==> config.mk <==
export PLATFORM = sky130hd
export DESIGN_NAME = ddrarb_top
export DESIGN_NICKNAME = d
export VERILOG_FILES = /design/src/pkg/ddrarb_pkg.sv /design/src/rtl/ddrarb_refcnt.sv /design/src/rtl/ddrarb_top.sv
export SDC_FILE = /design/constraint.sdc
export NUM_CORES = 1
export LEC_CHECK = 0
export BUFFER_PORTS_ARGS = -buffer_cell sky130_fd_sc_hd__buf_2
export CORE_MARGIN = 8
export CORE_UTILIZATION = 25
export CTS_BUF_LIST = sky130_fd_sc_hd__clkbuf_4 sky130_fd_sc_hd__clkbuf_8 sky130_fd_sc_hd__clkbuf_16
export CTS_CLUSTER_DIAMETER = 60
export DETAILED_ROUTE_END_ITERATION = 10
export PLACE_DENSITY = 0.47
export SLEW_MARGIN = 10
export SYNTH_ARGS = -nofsm -noshare
export SYNTH_HDL_FRONTEND = slang
export SYNTH_HIERARCHICAL = 1
export SYNTH_SLANG_ARGS = --single-unit
export TNS_END_PERCENT = 10
==> constraint.sdc <==
create_clock -name i_core_clk -period 4.42 [get_ports i_core_clk]
set_input_delay 0.884 -clock i_core_clk [delete_from_list [all_inputs] [get_ports i_core_clk]]
set_output_delay 0.884 -clock i_core_clk [all_outputs]
set_load 0.05 [all_outputs]
==> src/pkg/ddrarb_pkg.sv <==
// Purpose: Shared constants, codes and carriers of the DDR arbiter/refresh block.
// Assumes: Core clock of 10 MHz; two chip selects.
// Notes: Command codes other than precharge and mode write are arbitrary picks.
package ddrarb_pkg;
    // Timing
    localparam int CLK_PERIOD_NS = 100;
    localparam int CMD_TIME_NS = 400;
    localparam int CMD_BUSY_CYC = (CMD_TIME_NS + CLK_PERIOD_NS - 1) / CLK_PERIOD_NS;
    localparam logic [3:0] BUSY_LOAD = 4'(CMD_BUSY_CYC);
    // Widths and reset values
    localparam int NCS = 2;
    localparam int IVW = 16;
    localparam int PCW = 8;
    localparam logic [IVW-1:0] TIMER_RST = 16'h0000;
    localparam logic [PCW-1:0] PEND_RST = 8'h00;
    localparam logic [2:0] INIT_LAST = 3'h4;
    // Command address fields
    localparam int PRE_ALL_BIT = 10;
    localparam int BANK_HI = 15;
    localparam int BANK_LO = 14;
    // Software command codes
    localparam logic [3:0] SW_INIT = 4'h1;
    localparam logic [3:0] SW_AREF = 4'h2;
    localparam logic [3:0] SW_SELF_REFRESH_CMD = 4'h3;
    localparam logic [3:0] SW_DPD = 4'h4;
    localparam logic [3:0] SW_CKE_EN = 4'h5;
    localparam logic [3:0] SW_CKE_DIS = 4'h6;
    localparam logic [3:0] SW_MRR = 4'h7;
    localparam logic [3:0] SW_PRE = 4'h9;
    localparam logic [3:0] SW_MRW = 4'hf;

    typedef enum logic [3:0] {
        DOP_NOP, DOP_ACCESS, DOP_PRE, DOP_PRECHARGE_ALL_CMD, DOP_CBR, DOP_SELF_REFRESH_CMD,
        DOP_SREX, DOP_DPD, DOP_MRS, DOP_EMRS, DOP_MRR
    } ddrarb_op_e;

    typedef enum logic [1:0] {SRC_NONE, SRC_ACC, SRC_REF, SRC_SW} ddrarb_src_e;

    typedef struct packed {
        logic refresh_auto_enable;
        logic self_refresh_auto_enable;
        logic [IVW-1:0] refresh_interval_count;
        logic [PCW-1:0] refresh_pending_limit;
        logic [PCW-1:0] refresh_drain_limit;
    } ddrarb_cfg_s;

    typedef struct packed {
        logic wr;
        logic enable;
        logic req_lock;
        logic cs;
        logic [3:0] code;
        logic [15:0] addr;
    } ddrarb_sw_s;

    typedef struct packed {
        logic valid;
        logic cs;
        ddrarb_op_e op;
        logic [15:0] addr;
    } ddrarb_cmd_s;
endpackage : ddrarb_pkg

==> src/rtl/ddrarb_refcnt.sv <==
// Purpose: Refresh interval timer and owed-refresh counter of one chip select.
// Assumes: i_tick is a one-cycle pulse per rising memory clock edge.
// Notes: Interval of zero stops the timer.
`timescale 1ns/10ps
`default_nettype none
module ddrarb_refcnt
    import ddrarb_pkg::*;
(
    // Clock and reset
    input wire logic i_core_clk,
    input wire logic i_rst,
    // Control
    input wire logic i_tick,
    input wire logic [IVW-1:0] i_interval,
    input wire logic i_pause,
    input wire logic i_cbr_done,
    // Status
    output logic [PCW-1:0] o_pending
);
    typedef struct packed {
        logic [IVW-1:0] timer;
        logic [PCW-1:0] pend;
    } ddrarb_rc_s;

    ddrarb_rc_s r_reg, r_next;
    logic expire;

    // Timer pauses in self refresh; an expiry and a AUTO_REFRESH_CMD together cancel out
    always_comb begin
        r_next = r_reg;
        expire = 1'b0;
        if (i_tick && !i_pause && i_interval != TIMER_RST) begin
            if (r_reg.timer >= i_interval - 16'h0001) begin
                r_next.timer = TIMER_RST;
                expire = 1'b1;
            end else begin
                r_next.timer = r_reg.timer + 16'h0001;
            end
        end
        if (expire && !i_cbr_done && r_reg.pend != 8'hff) begin
            r_next.pend = r_reg.pend + 8'h01;
        end else if (!expire && i_cbr_done && r_reg.pend != PEND_RST) begin
            r_next.pend = r_reg.pend - 8'h01;
        end
    end

    // State register
    always_ff @(posedge i_core_clk or posedge i_rst) begin
        if (i_rst) begin
            r_reg <= '{timer: TIMER_RST, pend: PEND_RST};
        end else begin
            r_reg <= r_next;
        end
    end

    assign o_pending = r_reg.pend;
endmodule : ddrarb_refcnt
`default_nettype wire

==> src/rtl/ddrarb_top.sv <==
// Purpose: Arbitration of queue access, refresh and software commands of a DDR controller.
// Assumes: Queue, config and software inputs are on the core clock; i_mem_clk is not.
// Notes: Every DRAM command occupies the command slot for CMD_BUSY_CYC cycles.
`timescale 1ns/10ps
`default_nettype none
// How it works
// - Three sources compete: queue access, refresh, software command of several kinds.
// - Fixed ranks 1 to 3 chosen by pending software command and refresh kind.
// - Automatic refresh enable puts a chip select into self refresh when idle.
// - Without self refresh, owed refreshes are counted and later paid by AUTO_REFRESH_CMD.
// - Interval per chip select is programmable; owed total is readable.
// - Owed total at limit blocks the queue and forces one AUTO_REFRESH_CMD first.
// - Interval timer pauses during self refresh and resumes on exit.
// - Before self refresh, owed CBRs are drained up to the drain limit.
// - All refresh state is kept separately per chip select.
// - A command issues when the trigger bit is written as zero with a code.
// - Commands wait for current work; lock holds queue access until cleared.
// - Command state flag shows busy; a trigger while busy is ignored.
// - Enabling clock enable control raises the clock request at once.
// - Initial sequence: precharge all, AUTO_REFRESH_CMD, AUTO_REFRESH_CMD, mode set, extended mode set.
// - Refresh, self refresh, deep power down and clock enable commands act as named.
// - A queued access raises the clock request; idle memory needs no clock.
module ddrarb_top
    import ddrarb_pkg::*;
(
    // Clock and reset
    input wire logic i_core_clk,
    input wire logic i_rst,
    input wire logic i_mem_clk,
    // Configuration per chip select
    input wire ddrarb_cfg_s [NCS-1:0] i_cfg,
    // Software command port
    input wire ddrarb_sw_s i_sw,
    // Request queue
    input wire logic i_acc_req,
    input wire logic i_acc_cs,
    output logic o_acc_grant,
    // DRAM command and status
    output ddrarb_cmd_s o_cmd,
    output logic o_cmd_state,
    output logic o_cke_ctrl,
    output logic o_clk_req,
    output logic [NCS-1:0] o_in_self_refresh_cmd,
    output logic [NCS-1:0][PCW-1:0] o_refresh_pending_count
);
    typedef struct packed {
        logic mclk_meta;
        logic mclk_sync;
        logic mclk_last;
        logic tick;
        logic [3:0] busy;
        logic sw_pend;
        logic [3:0] sw_code;
        logic sw_cs;
        logic [15:0] sw_addr;
        logic lock;
        logic [2:0] init_step;
        logic [NCS-1:0] in_self_refresh_cmd;
        logic [NCS-1:0][PCW-1:0] drain;
        logic [NCS-1:0] cbr_done;
        logic cke_ctrl;
        logic clk_req;
        logic cmd_state;
        logic acc_grant;
        ddrarb_cmd_s cmd;
    } ddrarb_st_s;

    ddrarb_st_s r_reg, r_next;
    logic [NCS-1:0][PCW-1:0] pend;
    logic ref_need, ref_cs, ref_self, forced;
    ddrarb_op_e ref_op;
    ddrarb_src_e win;
    logic acc_ok, sw_ok, idle;

    // Ranks {access, refresh, software}, smaller wins
    function automatic logic [5:0] ranks(input logic [3:0] code, input logic self_kind);
        logic [5:0] rk;
        rk = 6'h00;
        case (code)
            SW_INIT: rk = self_kind ? {2'h2, 2'h3, 2'h1} : {2'h3, 2'h2, 2'h1};
            SW_AREF, SW_MRR, SW_MRW: rk = self_kind ? {2'h2, 2'h3, 2'h1} : {2'h3, 2'h1, 2'h2};
            default: rk = self_kind ? {2'h1, 2'h2, 2'h3} : {2'h2, 2'h1, 2'h3};
        endcase
        return rk;
    endfunction : ranks

    // Lowest rank among active sources
    function automatic ddrarb_src_e pick(input logic a, input logic f, input logic s,
                                        input logic [5:0] rk);
        logic [2:0] best;
        ddrarb_src_e w;
        best = 3'h4;
        w = SRC_NONE;
        if (a && {1'b0, rk[5:4]} < best) begin
            best = {1'b0, rk[5:4]};
            w = SRC_ACC;
        end
        if (f && {1'b0, rk[3:2]} < best) begin
            best = {1'b0, rk[3:2]};
            w = SRC_REF;
        end
        if (s && {1'b0, rk[1:0]} < best) begin
            w = SRC_SW;
        end
        return w;
    endfunction : pick

    // One timer and owed counter per chip select
    for (genvar g = 0; g < NCS; g++) begin : g_cs
        ddrarb_refcnt u_refcnt (
            .i_core_clk(i_core_clk),
            .i_rst(i_rst),
            .i_tick(r_reg.tick),
            .i_interval(i_cfg[g].refresh_interval_count),
            .i_pause(r_reg.in_self_refresh_cmd[g]),
            .i_cbr_done(r_reg.cbr_done[g]),
            .o_pending(pend[g])
        );
    end

    // Refresh candidate: forced first, then drain or self refresh, then owed AUTO_REFRESH_CMD
    always_comb begin
        ref_need = 1'b0;
        ref_cs = 1'b0;
        ref_self = 1'b0;
        forced = 1'b0;
        ref_op = DOP_NOP;
        for (int c = NCS - 1; c >= 0; c--) begin
            if (r_reg.in_self_refresh_cmd[c]) begin
                // No refresh requested while asleep, whatever is owed
            end else if (pend[c] != PEND_RST && pend[c] >= i_cfg[c].refresh_pending_limit) begin
                forced = 1'b1;
                ref_need = 1'b1;
                ref_cs = 1'(c);
                ref_op = DOP_CBR;
            end else if (!forced && !i_acc_req && (i_cfg[c].refresh_auto_enable ||
                         i_cfg[c].self_refresh_auto_enable)) begin
                ref_need = 1'b1;
                ref_self = 1'b1;
                ref_cs = 1'(c);
                ref_op = (pend[c] != PEND_RST &&
                          r_reg.drain[c] < i_cfg[c].refresh_drain_limit) ? DOP_CBR : DOP_SELF_REFRESH_CMD;
            end else if (!forced && !i_acc_req && pend[c] != PEND_RST) begin
                ref_need = 1'b1;
                ref_cs = 1'(c);
                ref_op = DOP_CBR;
            end
        end
    end

    // Source selection
    always_comb begin
        idle = r_reg.busy == 4'h0;
        acc_ok = i_acc_req && !r_reg.lock && !forced;
        sw_ok = r_reg.sw_pend;
        if (!idle) begin
            win = SRC_NONE;
        end else if (forced) begin
            win = SRC_REF;
        end else begin
            win = pick(acc_ok, ref_need, sw_ok, ranks(r_reg.sw_code, ref_self));
        end
    end

    // Next state
    always_comb begin
        r_next = r_reg;
        r_next.mclk_meta = i_mem_clk;
        r_next.mclk_sync = r_reg.mclk_meta;
        r_next.mclk_last = r_reg.mclk_sync;
        r_next.tick = r_reg.mclk_sync && !r_reg.mclk_last;
        r_next.cmd = '{valid: 1'b0, cs: 1'b0, op: DOP_NOP, addr: 16'h0000};
        r_next.cbr_done = '0;
        r_next.acc_grant = 1'b0;
        r_next.clk_req = i_acc_req;
        if (!idle) begin
            r_next.busy = r_reg.busy - 4'h1;
        end
        // Software trigger: zero on the enable bit issues, ignored while busy
        if (i_sw.wr) begin
            r_next.lock = i_sw.req_lock;
            if (!i_sw.enable && r_reg.cmd_state) begin
                r_next.sw_pend = 1'b1;
                r_next.sw_code = i_sw.code;
                r_next.sw_cs = i_sw.cs;
                r_next.sw_addr = i_sw.addr;
                r_next.init_step = 3'h0;
            end
        end
        case (win)
            SRC_ACC: begin
                r_next.busy = BUSY_LOAD;
                r_next.cmd.valid = 1'b1;
                r_next.cmd.cs = i_acc_cs;
                if (r_reg.in_self_refresh_cmd[i_acc_cs]) begin
                    r_next.cmd.op = DOP_SREX; // Wake first; the timer resumes
                    r_next.in_self_refresh_cmd[i_acc_cs] = 1'b0;
                    r_next.drain[i_acc_cs] = PEND_RST;
                end else begin
                    r_next.cmd.op = DOP_ACCESS;
                    r_next.acc_grant = 1'b1;
                end
            end
            SRC_REF: begin
                r_next.busy = BUSY_LOAD;
                r_next.cmd.valid = 1'b1;
                r_next.cmd.cs = ref_cs;
                r_next.cmd.op = ref_op;
                if (ref_op == DOP_CBR) begin
                    r_next.cbr_done[ref_cs] = 1'b1;
                    if (ref_self) begin
                        r_next.drain[ref_cs] = r_reg.drain[ref_cs] + 8'h01;
                    end
                end else begin
                    r_next.in_self_refresh_cmd[ref_cs] = 1'b1;
                end
            end
            SRC_SW: begin
                r_next.busy = BUSY_LOAD;
                r_next.sw_pend = 1'b0;
                r_next.cmd.valid = 1'b1;
                r_next.cmd.cs = r_reg.sw_cs;
                case (r_reg.sw_code)
                    SW_INIT: begin
                        r_next.sw_pend = r_reg.init_step != INIT_LAST;
                        r_next.init_step = r_reg.init_step + 3'h1;
                        case (r_reg.init_step)
                            3'h0: r_next.cmd.op = DOP_PRECHARGE_ALL_CMD;
                            3'h1, 3'h2: r_next.cmd.op = DOP_CBR;
                            3'h3: r_next.cmd.op = DOP_MRS;
                            default: r_next.cmd.op = DOP_EMRS;
                        endcase
                        r_next.cmd.addr = r_reg.sw_addr;
                    end
                    SW_PRE: begin
                        r_next.cmd.op = r_reg.sw_addr[PRE_ALL_BIT] ? DOP_PRECHARGE_ALL_CMD : DOP_PRE;
                        r_next.cmd.addr = {r_reg.sw_addr[BANK_HI:BANK_LO], 14'h0000};
                    end
                    SW_AREF: r_next.cmd.op = DOP_CBR;
                    SW_SELF_REFRESH_CMD: begin
                        r_next.cmd.op = DOP_SELF_REFRESH_CMD;
                        r_next.in_self_refresh_cmd[r_reg.sw_cs] = 1'b1;
                    end
                    SW_DPD: r_next.cmd.op = DOP_DPD;
                    SW_CKE_EN: begin
                        r_next.cmd.valid = 1'b0;
                        r_next.cke_ctrl = 1'b1;
                        r_next.clk_req = 1'b1;
                    end
                    SW_CKE_DIS: begin
                        r_next.cmd.valid = 1'b0;
                        r_next.cke_ctrl = 1'b0;
                    end
                    SW_MRR: r_next.cmd.op = DOP_MRR;
                    SW_MRW: begin
                        r_next.cmd.op = DOP_MRS;
                        r_next.cmd.addr = r_reg.sw_addr;
                    end
                    default: r_next.cmd.valid = 1'b0;
                endcase
                if (r_reg.sw_code == SW_AREF) begin
                    r_next.cbr_done[r_reg.sw_cs] = 1'b1;
                end
            end
            default: begin
            end
        endcase
        r_next.cmd_state = !r_next.sw_pend;
    end

    // State register
    always_ff @(posedge i_core_clk or posedge i_rst) begin
        if (i_rst) begin
            r_reg <= '0;
            r_reg.cmd_state <= 1'b1;
        end else begin
            r_reg <= r_next;
        end
    end

    // Outputs
    assign o_acc_grant = r_reg.acc_grant;
    assign o_cmd = r_reg.cmd;
    assign o_cmd_state = r_reg.cmd_state;
    assign o_cke_ctrl = r_reg.cke_ctrl;
    assign o_clk_req = r_reg.clk_req;
    assign o_in_self_refresh_cmd = r_reg.in_self_refresh_cmd;
    assign o_refresh_pending_count = pend;
endmodule : ddrarb_top
`default_nettype wire

==> metrics, run 1 <==
main combinational cell family by area after synthesis simple AND/OR/NAND/NOR gates; post-route setup slack 0.09967 ns; Post-Synth XOR/XNOR Area 0.06149; pre-CTS setup slack -0.5934 ns; core outline area 0.03652 mm2; Antenna diodes 0; CP Capture Type flop; GPL Wtd Cong between 0.7 and 0.8; reg2reg path depth 18; vias in the first global route 8229; cell depth of the worst hold path 0; Max FO, Critical Path 5; max_cap viols 0; fraction of power spent switching nets 0.4207; Area growth syn-to-layout 32.74%; RSZ-0062 raised after global routing true; sequential fraction of the synthesis area 0.3461; syn_area_per_cell roughly 9 um2; final wirelength 26.80 mm; Layout fillers roughly 3800; gr usage total 0.1213; Logic pwr share 0.484; peak supply drop 0.1991 mV; Root Driver clkbuf_16; nets 1463; Rows 70; post-synthesis compound-gate area fraction 0.1561; synthesized area between 0.009 and 0.01 mm2; Slew @ Worst Pin about 1.1 ns; Max Slew Vio Count 0; CP max-delay cell o31ai_2; CP required 4.72 ns; internal power ~3600 uW; Placed Area 0.01129 mm2; Hold Path Sink r_next[77]; Post-Syn Instances 1039; Lkg Pwr 0.006012 uW; layout cell share with drive strength beyond 1 0.3147; final clock skew 0.01505 ns; IO Port Bufs 140; post-synthesis mux area share 0.02649; post-synth cell types 82; utilization after layout 0.3365; Worst EP arrival 4.62 ns; Design Area, Final about 0.012 mm2; DRC violations left 0; Hold Crit Start r_next[78]; NetSw roughly 2600 uW; final cycle utilization of the critical path 0.9775; Worst-Skew Late Latency between 0.4 and 0.5 ns; cts hold-fix bufs 0; clock sinks ~130; vias per cell roughly 4.6; HPWL after detailed placement 20.86 mm; most frequent CP cell buf_4; initial drt markers 341; TritonCTS clock tree done; FMAX roughly 230 MHz; final hold vios 0; Die X 208.4 um; Via Count about 8100; Initial DRT Pass Iterations 4; Reg2Reg Setup Slack 0.17 ns; clock tree buffer depth 2; ys async rst share 1.000; adder-cell share of the synthesized area 0.1219; Syn Nets around 1200; GRT overflow 0; maximum number of pins on one net before global-route repair 42; Worst-path clk slew 0.07 ns; crit-path max cell delay 0.37 ns; cell taking the most area after synthesis dfrtp_1; worst path cell trace buf_2, inv_1, ha_1, nand4_1, buf_4, o31ai_2, a21boi_1, buf_4, nor3_4, o21bai_1, ha_1, nand2_2, o31ai_4, a311oi_4, a211oi_2, a21oi_2, buf_4, a211o_4, a221o_1; area share of the leading cell type in the synthesized netlist 0.3432; Setup CP Type in2reg; total CTS buffers 17; flops & latches, synth 128; initial core utilization 0.2535; Reg power frac 0.280; ranking of synthesized cells by area dfrtp_1, ha_1, nand2_1, xnor2_1, o21ai_0; Hold Slack 0.3397 ns; H-tree levels 4; drt wl/cell 15.25 um; RR Endpoint r_reg[39]; first-pass GRT wire length 43.19 mm; Die Span Y between 200 and 250 um; DRT antenna net count 0; simple-gate share of the synthesized area 0.2155; max_slew headroom 0.2610; die footprint about 0.043 mm2; Yosys warning total 6; min cycle time layout between 4 and 5 ns; Worst Hold Class reg2reg; Largest register FFs 49; power share of the clock group 0.236; Final setup viols 0; Post-synth EDFFs 0; Pwr Density 502.3 mW/mm2; ys flop type dfrtp_1; CP Launch Type input pin; num ports 141; outcome finished clean; top cells by count, synth dfrtp_1, nand2_1, ha_1; worst r2r src g_cs[1].u_refcnt/o_pending[0]; initial antenna violation count 1
==> power groups by stage <==
| stage | logic, uW | clock network [uW] | registers (uW) |
|---|---|---|---|
| floorplan | 1940 | 0 | 1640 |
| global placement | 2740 | 0 | 1740 |
| detailed placement | 2760 | 0 | 1740 |
| CTS | 2830 | 1520 | 1720 |
| global route | 3300 | 1570 | 1770 |
| finish | 2990 | 1460 | 1730 |
==> placed cells by master, fill, tap and decap left out, types with 10 or more instances in the layout <==
master and n:
inv_1 72, xnor2_1 36, and3_1 21, a21o_1 13
nand3_1 23, nor2b_1 14, ha_1 78, nor2_1 71
a21oi_1 36, nand2b_1 23, clkbuf_16 17, dfrtp_1 127
buf_2 137, o21ai_0 53, nand4_1 18, nand2_1 125
and2_1 20, xor2_1 29, nor3_1 17, mux2i_1 10
buf_4 134
==> layer usage <==
| metal | up-vias | routed length (um) | track usage |
|---|---|---|---|
| met5 | - | 12 | 0 |
| met4 | 2 | 234 | 0.02814 |
| met3 | 16 | 914 | 0.02540 |
| met2 | 122 | 12720 | 0.2010 |
| met1 | 3871 | 12920 | 0.1598 |
| li1 | 4075 | - | - |
==> how the worst max path moves through the flow <==
stage | cells past startpoint | end | slack [ns] | from
finish | 19 | r_reg[39] | 0.1 | i_cfg[46]
global placement | 20 | r_reg[32] | -0.54 | i_cfg[49]
detailed placement | 20 | r_reg[32] | -0.59 | i_cfg[49]
floorplan | 21 | g_cs[0].u_refcnt/o_pending[5] | -0.14 | i_cfg[20]
global route | 22 | g_cs[0].u_refcnt/o_pending[6] | -0.08 | i_cfg[20]
CTS | 20 | r_reg[32] | 0.007 | i_cfg[49]
==> kinds of logic (layout without fill, tap and decap cells) <==
group / Yosys count / in the layout
compound gates: 208 / 208
xor+xnor: 65 / 65
fa+ha+maj: 89 / 89
buf+inv: 136 / 387
flops: 128 / 128
mux: 23 / 23
simple gates: 390 / 390
==> per-stage QoR <==
stage                     power [uW]  instances  setup TNS [ns]
after floorplan                 3575       1039         -0.8656
after global routing            6649       1758         -0.4866
after detailed placement        4501       1713          -22.67
after global placement          4475       1713          -19.78
final                           6174       1758               0
after CTS                       6077       1747               0
==> worst max-delay path: cells and delay by family <==
| family | cells | cell delay, ns |
|---|---|---|
| buffers and inverters | 5 | 0.62 |
| and+or+nand+nor | 3 | 0.35 |
| AOI/OAI and AO/OA | 9 | 2.13 |
| adders and majority gates | 2 | 0.64 |
==> layout make-up <==
type	instances	area (um2)	share of cell area
clock buffers	17	425.4	0.03461
clock inverters	15	175.2	0.01425
inverters	74	279.0	0.02270
multi-input cells	775	5808	0.4726
flip-flops and latches	128	3204	0.2607
well taps	468	585.6	0.04764
repair buffers	281	1813	0.1475
==> what timing repair did <==
action / CTS / global route
gates cloned: 0 / 0
pin swaps: 2 / 41
setup endpoints to repair: 32 / 45
gates resized for setup: 9 / 49
buffers inserted: 2 / 11
Power figures use the tool's default switching activity.
==> run 2, diff against run 1 <==
PLACE_DENSITY = unset   (was 0.47)
==> run 2 against run 1 <==
  * Via count shrank 0.61%
  * Critical endpoint unchanged
  * Total power shrank 1.8%
  * Clock power about the same
  * Die area is the same
  * Clock skew shrank 0.0018 ns
  * Non-clock buffer count decreased by 15
  * Count of clock-buffer cells in the layout increased by 1
  * Hold slack improved by 0.017 ns
==> metrics, run 2 (synthesis results as in run 1) <==
Antenna diodes 0; CP Launch Point i_cfg[42]; CP max-delay cell a2111oi_4; Pwr Density 501.2 mW/mm2; min cycle time layout about 4.4 ns; Inst Count DP 1700; CP top delay family compound AO/OA/AOI/OAI gates; final cycle utilization of the critical path 0.9933; Area growth syn-to-layout 30.69%; RSZ-0062 raised after global routing true; die footprint 0.04345 mm2; Rows 70; Setup TNS 0 ns; FMAX 227.8 MHz; final hold vios 0; CP Launch Type input pin; Max FO, Critical Path 10; final wirelength 25.95 mm; GPL Wtd Cong approximately 0.84; IO Port Bufs 140; Worst-path clk slew approximately 0.060 ns; max_slew headroom 0.2611; initial drt markers 341; nets 1448; CP Capture Type flop; Hold Slack 0.3570 ns; Via Count roughly 8000; worst path cell trace buf_2, ha_1, nand2b_4, a2111oi_4, o31a_1, a2bb2oi_4, nor4_4, o21bai_1, ha_1, nand2_1, o31ai_2, a311oi_2, a211oi_2, buf_4, a211o_4, a221o_1; initial antenna violation count 1; GRT overflow 0; vias per cell 4.611; peak supply drop 0.2166 mV; Initial DRT Pass Iterations 4; worst path bufs/invs 2; maximum number of pins on one net before global-route repair 53; commonest cells after routing, fill and taps aside buf_2, dfrtp_1, nand2_1; Lkg Pwr around 0.006 uW; CP required 4.71 ns; core outline area 0.03652 mm2; Worst Hold Class reg2reg; Max Slew Vio Count 0; clock sinks 128; Slew @ Worst Pin approximately 1.1 ns; Root Driver clkbuf_16; utilization after layout 0.3313; commonest non-fill, non-tap cell in the layout buf_2; Largest register FFs 49; DRC violations left 0; Worst EP arrival approximately 4.7 ns; num ports 141; vias in the first global route 8186; Hold Crit Start r_next[78]; Final setup viols 0; first-pass GRT wire length 41.83 mm; Die X between 200 and 250 um; Die Span Y approximately 210 um; Setup CP Type in2reg; final clock skew roughly 0.013 ns; Placed Area 0.01120 mm2; crit-path max cell delay between 0.4 and 0.5 ns; initial core utilization 0.2535; worst r2r src g_cs[1].u_refcnt/o_pending[0]; gr usage total 0.1175; layout cell share with drive strength beyond 1 0.2996; most frequent CP cell ha_1; Worst-Skew Late Latency ~0.42 ns; Design Area, Final 0.01210 mm2; TritonCTS clock tree done; total CTS buffers 17; clock tree buffer depth 2; HPWL after detailed placement 20.27 mm; DRT antenna net count 0; Finished Layout Cells 1743; max_cap viols 0; outcome finished clean; drt wl/cell between 10 and 15 um; H-tree levels 4
run 2: changes by cell type in the layout (fill, tap and decap cells not counted), sizes merged:
cell | previous run | this run
bufinv | 1 | 3
clkbuf | 17 | 18
clkinvlp | 0 | 1
buf | 281 | 266
clkinv | 3 | 7
inv | 85 | 77
run 2: cell type report:
| cell class | count | area [um2] |
|---|---|---|
| clock inverters | 14 | 181.4 |
| repair buffers | 266 | 1687 |
| fillers | 3755 | 24420 |
| multi-input cells | 775 | 5731 |
| inverters | 74 | 279.0 |
| well taps | 468 | 585.6 |
| flip-flops and latches | 128 | 3204 |
| clock buffers | 18 | 432.9 |
run 2: final timing paths:
| kind | end | slack [ns] | cells after the start |
|---|---|---|---|
| min in group asynchronous | r_reg[76] | 0.68 | 2 |
| max reg2reg | r_reg[39] | 0.21 | 16 |
| max in group asynchronous | o_cmd[5] | 2.81 | 3 |
| max | r_reg[39] | 0.03 | 16 |
| min reg2reg | r_next[77] | 0.36 | 0 |
| min | r_next[77] | 0.36 | 0 |
run 2: per-layer routing:
metal / up-vias / part of all wire / GRT usage
li1: 4045 / - / -
met1: 3841 / 0.47 / 0.1500
met2: 133 / 0.48 / 0.1983
met3: 16 / 0.041 / 0.02826
met4: 2 / 0.0087 / 0.02594
met5: - / 0.00050 / 0
run 2: stage by stage:
step                      setup WS, ns  total power [uW]
after floorplan                -0.1405              3575
after global placement         -0.4699              4387
after detailed placement       -0.5353              4449
after CTS                      0.01180              6016
after global routing           -0.2098              6502
final                          0.02966              6065
run 2: report_power, final:
group | total, uW | switching [uW] | internal, uW
Clock | 1490 | 581 | 904
Combinational | 2860 | 1610 | 1250
Sequential | 1720 | 286 | 1430
run 2: repair_timing:
action,4_1_cts,5_1_grt
endpoints found under the setup margin,22,46
pin swaps,5,25
buffers inserted,3,7
cloned,0,1
gates resized for setup,7,36
hold buffers,0,0
==> run 3, diff against run 2 <==
REMOVE_ABC_BUFFERS = 1   (was unset)
==> run 3 against run 2 <==
  * The run now ends with setup timing left
  * Critical path depth grew 1
  * Sequential power is essentially flat
  * Non-clock buffer count grew 21
  * Total power grew 0.77%
  * Register-to-register slack lost 0.10 ns
  * Core utilization grew 0.31 points
  * Clock power is essentially flat
  * Via count grew 1.6%
  * Flip-flop and latch count is the same
  * Largest power group unchanged
  * Die area is the same
  * Combinational power grew 3%
==> metrics, run 3 (synthesis results as in run 1) <==
cell depth of the worst hold path 0; Worst-path clk slew 0.06 ns; Root Driver clkbuf_16; total CTS buffers 17; Hold Slack 0.3513 ns; worst path cell trace buf_2, ha_1, nand2b_4, a2111oi_4, o21ai_2, buf_4, and2_1, nor4_2, o21bai_1, ha_1, nand2_2, o31ai_4, a311oi_4, a211oi_2, buf_4, a211o_4, a221o_1; vias per cell 4.628; Die X approximately 210 um; area occupied by multi-input gates 0.005692 mm2; Largest register FFs between 40 and 50; final cycle utilization of the critical path 1.011; RSZ-0062 raised after global routing true; DRC violations left 0; FMAX 223.8 MHz; CP required 4.71 ns; max_cap viols 0; Worst Hold Class reg2reg; Initial DRT Pass Iterations 4; peak supply drop 0.2526 mV; commonest non-fill, non-tap cell in the layout buf_4; crit-path max cell delay approximately 0.47 ns; outcome finished with violations; num ports 141; reg2reg path depth 15; CP Launch Type input pin; Rows 70; vias in the first global route 8413; Design Area, Final 0.01221 mm2; failing checks setup timing; commonest cells after routing, fill and taps aside buf_4, buf_2, dfrtp_1; Setup CP Type in2reg; initial core utilization 0.2535; CP Capture Type flop; Layout fillers 3743; die footprint 0.04345 mm2; CP max-delay cell a311oi_4; maximum number of pins on one net before global-route repair 46; worst r2r src g_cs[0].u_refcnt/o_pending[1]; DRT antenna net count 0; Lkg Pwr 0.005988 uW; register area 0.003204 mm2; Max Slew Vio Count 0; TritonCTS clock tree done; clock tree buffer depth 2; final wirelength 25.86 mm; first-pass GRT wire length between 40 and 50 mm; Die Span Y 208.4 um; initial antenna violation count 1; max_slew headroom 0.2341; GPL Wtd Cong ~0.86; min cycle time layout 4.468 ns; gr usage total 0.1180; Area growth syn-to-layout 31.92%; Via Count around 8200; final clock skew 0.007980 ns; Slew @ Worst Pin 1.148 ns; initial drt markers 331; final hold vios 0; utilization after layout 0.3344; H-tree levels 4; Finished Layout Cells 1764; Max FO, Critical Path 6; IO Port Bufs 140; Final setup viols 2; Worst EP arrival 4.76 ns; nets 1469; Hold Crit Start r_next[78]; post-route setup slack -0.04779 ns; Hold Path Sink r_next[77]; Placed Area 0.01117 mm2; Antenna diodes 0; Reg2Reg Setup Slack 0.11 ns; clock sinks between 100 and 150; GRT overflow 0; Pwr Density 500.3 mW/mm2; layout cell share with drive strength beyond 1 0.3125; drt wl/cell 14.66 um; Inst Count DP roughly 1700; Worst-Skew Late Latency 0.42 ns; HPWL after detailed placement 20.12 mm; RR Endpoint r_reg[39]; core outline area 0.03652 mm2
-- run 3: worst max-delay path: cells and delay by family --
family                   cells  cell delay, ns
AND/OR/NAND/NOR              4            0.77
AO/OA/AOI/OAI                8            2.09
buffers and inverters        3            0.44
adder cells (fa/ha/maj)      2            0.57
-- run 3: how the worst max path moves through the flow --
stage	startpoint	to	slack (ns)	cells after the start
3_3_place_gp	i_cfg[18]	g_cs[0].u_refcnt/o_pending[5]	-0.88	22
3_5_place_dp	i_cfg[18]	g_cs[0].u_refcnt/o_pending[5]	-0.94	22
6_report	i_cfg[8]	r_reg[39]	-0.05	17
2_1_floorplan	i_cfg[18]	g_cs[0].u_refcnt/o_pending[5]	-0.72	21
5_1_grt	i_cfg[54]	g_cs[1].u_refcnt/o_pending[6]	-0.26	24
4_1_cts	i_cfg[52]	g_cs[1].u_refcnt/o_pending[6]	-0.01	24
-- run 3: layout make-up --
class	count	share of cell area
multi-input cells	775	0.4660
flip-flops and latches	128	0.2623
repair buffers	287	0.1512
well taps	468	0.04794
clock buffers	18	0.03596
inverters	74	0.02284
clock inverters	14	0.01373
-- run 3: stage by stage --
step / total power [uW] / TNS [ns] / worst slack, ns
final: 6111 / -0.05765 / -0.04779
after global routing: 6585 / -4.976 / -0.2649
after CTS: 6009 / -0.01290 / -0.01290
after detailed placement: 4393 / -28.75 / -0.9406
after global placement: 4328 / -27.65 / -0.8764
after floorplan: 3366 / -16.92 / -0.7245
-- run 3: repair_timing --
action	CTS	global route
setup buffers	5	9
hold endpoints to repair	0	0
hold buffers	0	0
pin swaps	10	40
endpoints found under the setup margin	42	49
gates resized for setup	18	51
-- run 3: per-layer routing --
layer  GRT usage  share of wire  wire (um)
met2      0.1989           0.48      12480
met4     0.02447          0.010        267
met1      0.1500           0.46      11880
met3     0.03096          0.047       1212
met5           0        0.00046         12
-- run 3: power by group --
part / switching, uW / internal, uW / leakage [uW]
Sequential: 265 / 1430 / 0.00166
Clock: 594 / 866 / 0.000293
Combinational: 1640 / 1310 / 0.00403
